===== config.mk =====
export PLATFORM = sky130hd
export DESIGN_NAME = port_pin_mux_strap_capture
export DESIGN_NICKNAME = d
export VERILOG_FILES = /design/src/pin_mux_pkg.sv /design/src/port_pin_mux_strap_capture.sv /design/src/strap_latch.sv
export SDC_FILE = /design/constraint.sdc
export NUM_CORES = 1
export LEC_CHECK = 0
export BUFFER_PORTS_ARGS = -buffer_cell sky130_fd_sc_hd__buf_4
export CORE_MARGIN = 1
export CORE_UTILIZATION = 30
export CTS_BUF_LIST = sky130_fd_sc_hd__clkbuf_8
export DETAILED_ROUTE_END_ITERATION = 7
export PLACE_DENSITY = 0.56
export RECOVER_POWER = 25
export SETUP_SLACK_MARGIN = 0.2
export SYNTH_ARGS = -nofsm -noshare
export SYNTH_HDL_FRONTEND = slang
export SYNTH_SLANG_ARGS = --single-unit

===== constraint.sdc =====
create_clock -name clk_sys -period 1.2 [get_ports clk_sys]
set_input_delay 0.36 -clock clk_sys [delete_from_list [all_inputs] [get_ports clk_sys]]
set_output_delay 0.36 -clock clk_sys [all_outputs]
set_load 0.1 [all_outputs]

===== src/pin_mux_pkg.sv =====
// shared types and constants for the port pin steering block
package pin_mux_pkg;

    // ----------------------------------------------------------------
    // pin groups and modes
    // ----------------------------------------------------------------
    localparam int PD_LOW_BIT = 3;
    localparam int PD_HIGH_BIT = 7;
    localparam int PD_WIDTH = PD_HIGH_BIT - PD_LOW_BIT + 1;
    localparam int PD_IDX_READ = 3 - PD_LOW_BIT;
    localparam int PD_IDX_CHANGE = 4 - PD_LOW_BIT;
    localparam int PD_IDX_FLOAT = 5 - PD_LOW_BIT;
    localparam int PD_IDX_MOTOR = 6 - PD_LOW_BIT;
    localparam int PD_IDX_SELECT = 7 - PD_LOW_BIT;

    typedef enum logic [1:0] {
        MODE_PRINTER,
        MODE_EXT_SINGLE,
        MODE_EXT_DUAL
    } pin_mode_e;

    // ----------------------------------------------------------------
    // configuration bit positions and values
    // ----------------------------------------------------------------
    localparam int REG24_CLEAR_BIT = 0;
    localparam int REG24_ROM_BIT = 1;
    localparam int REG24_CLK48_BIT = 6;
    localparam int REG26_PORT_BIT = 6;
    localparam logic [7:0] CFG_PORT_HIGH = 8'h4E;
    localparam logic [7:0] CFG_PORT_LOW = 8'h2E;

    // ----------------------------------------------------------------
    // handshake status bit positions
    // ----------------------------------------------------------------
    localparam int HS_CTS_BIT = 4;
    localparam int HS_DSR_BIT = 5;
    localparam int HS_RI_BIT = 6;
    localparam int HS_DCD_BIT = 7;
    localparam logic [7:0] HS_RESET = 8'h00;

    // ----------------------------------------------------------------
    // carriers
    // ----------------------------------------------------------------
    typedef struct packed {
        logic cts_n;
        logic dsr_n;
        logic dcd_n;
        logic ri_n;
        logic sin;
    } modem_in_s;

    typedef struct packed {
        logic rts_n;
        logic dtr_n;
        logic sout;
    } uart_line_s;

    typedef struct packed {
        logic cfg_port_select_strap;
        logic default_clear_strap_n;
        logic rom_enable_strap_n;
        logic clk48_enable_bit;
    } strap_s;

    localparam int SYNC_WIDTH = PD_WIDTH + 2 * $bits(modem_in_s) + 2 * $bits(uart_line_s);

endpackage


===== src/port_pin_mux_strap_capture.sv =====
// pin steering for parallel data pins and serial pin groups, with straps
`timescale 1ns/1ps

module port_pin_mux_strap_capture
    import pin_mux_pkg::*;
(
    input wire logic clk_sys,
    input wire logic rst_n,
    input wire pin_mode_e mode,
    input wire logic [PD_WIDTH-1:0] pp_data_out,
    input wire logic pp_data_oe,
    output logic [PD_WIDTH-1:0] pp_data_in,
    input wire logic floppy_motor_on_a_n,
    input wire logic floppy_select_a_n,
    output logic ext_read_data_n,
    output logic ext_disk_change_n,
    input wire logic [PD_WIDTH-1:0] pd_pin_in,
    output logic [PD_WIDTH-1:0] pd_pin_out,
    output logic [PD_WIDTH-1:0] pd_pin_oe,
    input wire modem_in_s modem_a_in,
    input wire modem_in_s modem_b_in,
    input wire uart_line_s uart_a_ctl,
    input wire uart_line_s uart_b_ctl,
    input wire uart_line_s line_a_in,
    input wire uart_line_s line_b_in,
    output uart_line_s line_a_out,
    output uart_line_s line_a_oe,
    output uart_line_s line_b_out,
    output uart_line_s line_b_oe,
    output logic serial_in_a,
    output logic serial_in_b,
    output logic [7:0] hs_status_a,
    output logic [7:0] hs_status_b,
    input wire logic sw_wr_24,
    input wire logic [7:0] sw_data_24,
    input wire logic sw_wr_26,
    input wire logic [7:0] sw_data_26,
    output strap_s straps,
    output logic [7:0] cfg_port_addr
);

    // ----------------------------------------------------------------
    // input synchronisers
    // ----------------------------------------------------------------
    logic [SYNC_WIDTH-1:0] async_in;
    logic [SYNC_WIDTH-1:0] meta_reg;
    logic [SYNC_WIDTH-1:0] sync_reg;
    logic [PD_WIDTH-1:0] pd_s;
    modem_in_s modem_a_s;
    modem_in_s modem_b_s;
    uart_line_s line_a_s;
    uart_line_s line_b_s;

    assign async_in = {pd_pin_in, modem_a_in, modem_b_in, line_a_in, line_b_in};

    genvar gi;
    generate
        for (gi = 0; gi < SYNC_WIDTH; gi++) begin : g_sync
            // no reset: straps are sampled through these while reset is held
            always_ff @(posedge clk_sys) begin
                meta_reg[gi] <= async_in[gi];
                sync_reg[gi] <= meta_reg[gi];
            end
        end
    endgenerate

    assign {pd_s, modem_a_s, modem_b_s, line_a_s, line_b_s} = sync_reg;

    // ----------------------------------------------------------------
    // parallel data pin steering
    // ----------------------------------------------------------------
    logic [PD_WIDTH-1:0] pd_out_reg, pd_out_next;
    logic [PD_WIDTH-1:0] pd_oe_reg, pd_oe_next;
    logic [PD_WIDTH-1:0] pp_in_reg, pp_in_next;
    logic read_reg, read_next;
    logic change_reg, change_next;

    always_comb begin
        pd_out_next = '0;
        pd_oe_next = '0;
        pp_in_next = pp_in_reg;
        read_next = 1'b1;
        change_next = 1'b1;
        if (!rst_n) begin
            pp_in_next = '0;
        end else begin
            case (mode)
                MODE_PRINTER: begin
                    pd_out_next = pp_data_out;
                    pd_oe_next = {PD_WIDTH{pp_data_oe}};
                    pp_in_next = pd_s;
                end
                MODE_EXT_SINGLE: begin
                    read_next = pd_s[PD_IDX_READ];
                    change_next = pd_s[PD_IDX_CHANGE];
                    pd_oe_next = '0;
                end
                MODE_EXT_DUAL: begin
                    read_next = pd_s[PD_IDX_READ];
                    change_next = pd_s[PD_IDX_CHANGE];
                    pd_oe_next[PD_IDX_FLOAT] = 1'b0;
                    pd_oe_next[PD_IDX_MOTOR] = ~floppy_motor_on_a_n;
                    pd_oe_next[PD_IDX_SELECT] = ~floppy_select_a_n;
                end
                default: begin
                    pd_oe_next = '0;
                end
            endcase
        end
    end

    always_ff @(posedge clk_sys) begin
        pd_out_reg <= pd_out_next;
        pd_oe_reg <= pd_oe_next;
        pp_in_reg <= pp_in_next;
        read_reg <= read_next;
        change_reg <= change_next;
    end

    assign pd_pin_out = pd_out_reg;
    assign pd_pin_oe = pd_oe_reg;
    assign pp_data_in = pp_in_reg;
    assign ext_read_data_n = read_reg;
    assign ext_disk_change_n = change_reg;

    // ----------------------------------------------------------------
    // serial pin groups
    // ----------------------------------------------------------------
    uart_line_s a_out_reg, a_out_next, b_out_reg, b_out_next;
    logic line_oe_reg, line_oe_next;
    logic [7:0] hs_a_reg, hs_a_next, hs_b_reg, hs_b_next;
    logic sin_a_reg, sin_a_next, sin_b_reg, sin_b_next;

    function automatic logic [7:0] hs_bits(input modem_in_s m);
        logic [7:0] v;
        v = HS_RESET;
        v[HS_CTS_BIT] = ~m.cts_n;
        v[HS_DSR_BIT] = ~m.dsr_n;
        v[HS_RI_BIT] = ~m.ri_n;
        v[HS_DCD_BIT] = ~m.dcd_n;
        return v;
    endfunction

    always_comb begin
        if (!rst_n) begin
            a_out_next = '1;
            b_out_next = '1;
            line_oe_next = 1'b0;
            hs_a_next = HS_RESET;
            hs_b_next = HS_RESET;
            sin_a_next = 1'b1;
            sin_b_next = 1'b1;
        end else begin
            a_out_next = uart_a_ctl;
            b_out_next = uart_b_ctl;
            line_oe_next = 1'b1;
            hs_a_next = hs_bits(modem_a_s);
            hs_b_next = hs_bits(modem_b_s);
            sin_a_next = modem_a_s.sin;
            sin_b_next = modem_b_s.sin;
        end
    end

    always_ff @(posedge clk_sys) begin
        a_out_reg <= a_out_next;
        b_out_reg <= b_out_next;
        line_oe_reg <= line_oe_next;
        hs_a_reg <= hs_a_next;
        hs_b_reg <= hs_b_next;
        sin_a_reg <= sin_a_next;
        sin_b_reg <= sin_b_next;
    end

    assign line_a_out = a_out_reg;
    assign line_b_out = b_out_reg;
    assign line_a_oe = {3{line_oe_reg}};
    assign line_b_oe = {3{line_oe_reg}};
    assign hs_status_a = hs_a_reg;
    assign hs_status_b = hs_b_reg;
    assign serial_in_a = sin_a_reg;
    assign serial_in_b = sin_b_reg;

    // ----------------------------------------------------------------
    // straps
    // ----------------------------------------------------------------
    strap_s strap_sample;

    always_comb begin
        strap_sample.cfg_port_select_strap = line_a_s.rts_n;
        strap_sample.default_clear_strap_n = line_a_s.dtr_n;
        strap_sample.rom_enable_strap_n = line_a_s.sout;
        strap_sample.clk48_enable_bit = line_b_s.sout;
    end

    strap_latch u_strap_latch (
        .clk_sys(clk_sys),
        .rst_n(rst_n),
        .strap_sample(strap_sample),
        .sw_wr_24(sw_wr_24),
        .sw_data_24(sw_data_24),
        .sw_wr_26(sw_wr_26),
        .sw_data_26(sw_data_26),
        .straps(straps)
    );

    assign cfg_port_addr = straps.cfg_port_select_strap ? CFG_PORT_HIGH : CFG_PORT_LOW;

endmodule


===== src/strap_latch.sv =====
// strap capture during power-on reset with software overwrite
`timescale 1ns/1ps

module strap_latch
    import pin_mux_pkg::*;
(
    input wire logic clk_sys,
    input wire logic rst_n,
    input wire strap_s strap_sample,
    input wire logic sw_wr_24,
    input wire logic [7:0] sw_data_24,
    input wire logic sw_wr_26,
    input wire logic [7:0] sw_data_26,
    output strap_s straps
);

    strap_s straps_reg;
    strap_s straps_next;

    // ----------------------------------------------------------------
    // capture and hold
    // ----------------------------------------------------------------
    always_comb begin
        straps_next = straps_reg;
        if (!rst_n) begin
            straps_next = strap_sample;
        end else begin
            if (sw_wr_24) begin
                straps_next.default_clear_strap_n = sw_data_24[REG24_CLEAR_BIT];
                straps_next.rom_enable_strap_n = sw_data_24[REG24_ROM_BIT];
                straps_next.clk48_enable_bit = sw_data_24[REG24_CLK48_BIT];
            end
            if (sw_wr_26) begin
                straps_next.cfg_port_select_strap = sw_data_26[REG26_PORT_BIT];
            end
        end
    end

    always_ff @(posedge clk_sys) begin
        straps_reg <= straps_next;
    end

    assign straps = straps_reg;

endmodule


==> flow_metrics.tcl <==
set metrics [dict create \
    slowest_delay_ps 410 \
    synth.area.top_cells "dfxtp_1 67%, buf_4 8.1%, edfxtp_1 5.7%" \
    htreeDepth 3 \
    ys_types 17 \
    core_sq_um 6790 \
    seq_area_frac_synth_pct 72.7 \
    avgSynthCellArea_sq_um 13.7 \
    place_congestion 0.642 \
    ys_warn_count 0 \
    fin_nets 301 \
    async_reset_ff_share_pct 0 \
    largest_reg_flops 19 \
    switching_share_pct 30.9 \
    fp.dieArea_sq_um 7410 \
    die_w_um 86.1 \
    min_period_over_period_pct 118 \
    finalCriticalPeriod_ps 1410 \
    drv_cap 0 \
    clk_pin_slew_ps 70 \
    setup_viol 29 \
    clock_sinks 75 \
    syn_to_final_growth_pct 66.8 \
    grt_usage_pct 10.4 \
    drive_gt1_share_pct 62.0 \
    r2r_slack_ps 400 \
    yosysTopAreaCell "dfxtp_1" \
    violations "negative setup slack" \
    grt_pass1_vias 1238 \
    finalHoldViolCount 0 \
    crit_chain "buf_4" \
    yosysMostFrequentCell "dfxtp_1" \
    cp_top_family "flip-flops" \
    antenna_found_initial 0 \
    netlist_area_sq_um 2120 \
    internal-power_mw 3.90 \
    io_pins 116 \
    synth_common_cells "71 x dfxtp_1, 23 x buf_4, 13 x nor2b_1, 12 x nand2b_1, 7 x and3_2" \
    grt_pass1_wl_um 5530 \
    dr.first_iter.drc_count 32 \
    post-place-ws_ps 38.2 \
    hold_path_end "meta_reg[17]" \
    setup.worst_path.end_class "output pin" \
    drc 0 \
    whs_path_depth 1 \
    critPathKind "reg2out" \
    reg2reg_to "u_strap_latch.straps[2]" \
    clkLatencyLatePin_ps 320 \
    cts_buffer_depth 2 \
    powerDensity_nw_per_um2 1600 \
    placedCellCount 326 \
    io_buffers 87 \
    min_path_type "in2reg" \
    status "complete, but fails checks" \
    initial_core_util_pct 31.2 \
    synthCells 155 \
    postLayoutCoreUtil_pct 52.1 \
    synth_top_area_share_pct 67.0 \
    p_comb_share_pct 23.0 \
    hold_start "pd_pin_in[1]" \
    critical-path-slowest-cell "edfxtp_1" \
    timing.rr.start "line_a_s[1]" \
    crit_fanout 3 \
    grt-ovfl-total 0 \
    numCtsBuffers 9 \
    cts_tree "built" \
    ys_ff_latch 75 \
    drt-pass1-iter-count 4 \
    synth_top_flop_cell "dfxtp_1" \
    slew_viol_final 0 \
    cellLeakagePower_nw 1.56 \
    ff2ff_path_depth 1 \
    pwr-share-seq_pct 48.2 \
    routed_wl_um 3470 \
    pwr-share-clk_pct 28.8 \
    dpl.hpwl_um 2300 \
    wire_per_inst_um 10.2 \
    row_count 30 \
    cts_hold_buffers 0 \
    worst_ir_drop_vdd_v 0.000792 \
    grt_max_degree 17 \
    root_buffer "clkbuf_8" \
    synth_edf_count 4 \
    cp-start-kind "register" \
    setup_ws_ps -213 \
    rsz0062_at_grt "yes" \
    worst-path-buf-inv 1 \
    p_sw_mw 1.74 \
    ant_nets 0 \
    max_freq_mhz 708 \
    arrival_ps 1050 \
    vias 1272 \
    fp.dieH_um 86.1 \
    crit_required_ps 840 \
    skew_ps 3.18 \
    viasPerCell 3.73 \
    antenna_cells 0 \
    final_cells 341 \
]
-- timing repair --
action,in CTS,in global routing
setup endpoints to repair,45,45
resized for setup,122,0
buffers inserted,1,0
-- cells by family (layout without fill, tap and decap cells) --
kind of cell | count (synthesis) | after routing | share of synthesized area [%]
buffers and inverters | 30 | 108 | 9.85
adders and majority gates | 2 | 2 | 1.18
and+or+nand+nor | 35 | 35 | 10.7
other | 2 | 14 | 0.354
AOI/OAI and AO/OA | 2 | 2 | 0.708
muxes | 9 | 9 | 4.48
DFF | 75 | 75 | 72.7
-- final cells by class --
type	count	area (sq um)
Clock inverter	3	15.0
Timing Repair Buffer	91	1200
Inverter	3	21.3
Sequential cell	75	1590
Multi-Input combinational cell	62	443
Fill cell	574	3260
Tap cell	96	120
Clock buffer	11	151
-- power by group through the flow --
stage / logic (mW) / registers [mW] / clock network [mW]
floorplan: 0.509 / 3.20 / 0
global placement: 1.13 / 2.74 / 0
detailed placement: 1.13 / 2.75 / 0
CTS: 1.31 / 2.72 / 1.72
global route: 1.33 / 2.74 / 1.85
finish: 1.30 / 2.72 / 1.62
-- layer usage --
| layer | vias to the layer above | GRT usage, % | part of all wire (%) |
|---|---|---|---|
| met4 | 0 | 4.09 | 1.3 |
| met2 | 73 | 18.5 | 53 |
| met5 | - | 0 | 0 |
| li1 | 622 | - | - |
| met1 | 572 | 9.03 | 33 |
| met3 | 5 | 7.51 | 12 |
-- through the flow --
step / power (mW) / TNS, ps / area, sq um / hold WS, ps
floorplan: 3.71 / -1580 / 2330 / 310
global placement: 3.87 / 0 / 2850 / 310
detailed placement: 3.88 / 0 / 2850 / 312
CTS: 5.75 / -2740 / 3540 / 109
global route: 5.93 / -4240 / 3540 / 115
finish: 5.65 / -1830 / 3540 / 153
-- cell usage in the layout, fill, tap and decap left out --
| master | instances |
|---|---|
| buf_6 | 4 |
| mux2_4 | 4 |
| nand3b_1 | 2 |
| dfxtp_2 | 31 |
| buf_4 | 28 |
| ha_4 | 1 |
| dfxtp_1 | 38 |
| nand2b_1 | 12 |
| and3_2 | 7 |
| nand2_1 | 1 |
| clkbuf_4 | 19 |
| clkinv_2 | 1 |
| dfxtp_4 | 2 |
| inv_1 | 1 |
| nor2b_1 | 13 |
| inv_2 | 1 |
| inv_4 | 1 |
| a21boi_1 | 2 |
| clkbuf_8 | 11 |
| ha_1 | 1 |
| inv_6 | 2 |
| conb_1 | 14 |
| edfxtp_1 | 4 |
| mux2i_1 | 5 |
| buf_12 | 40 |
-- how the worst max path moves through the flow --
stage	start	end	cells past startpoint
CTS	u_strap_latch.straps[3]	straps[3]	1
finish	u_strap_latch.straps[3]	cfg_port_addr[6]	1
global placement	mode[1]	pp_data_in[0]	5
floorplan	u_strap_latch.straps[3]	cfg_port_addr[5]	1
detailed placement	mode[1]	pp_data_in[2]	5
global route	line_oe_reg	line_b_oe[1]	2
Power figures use the tool's default switching activity.
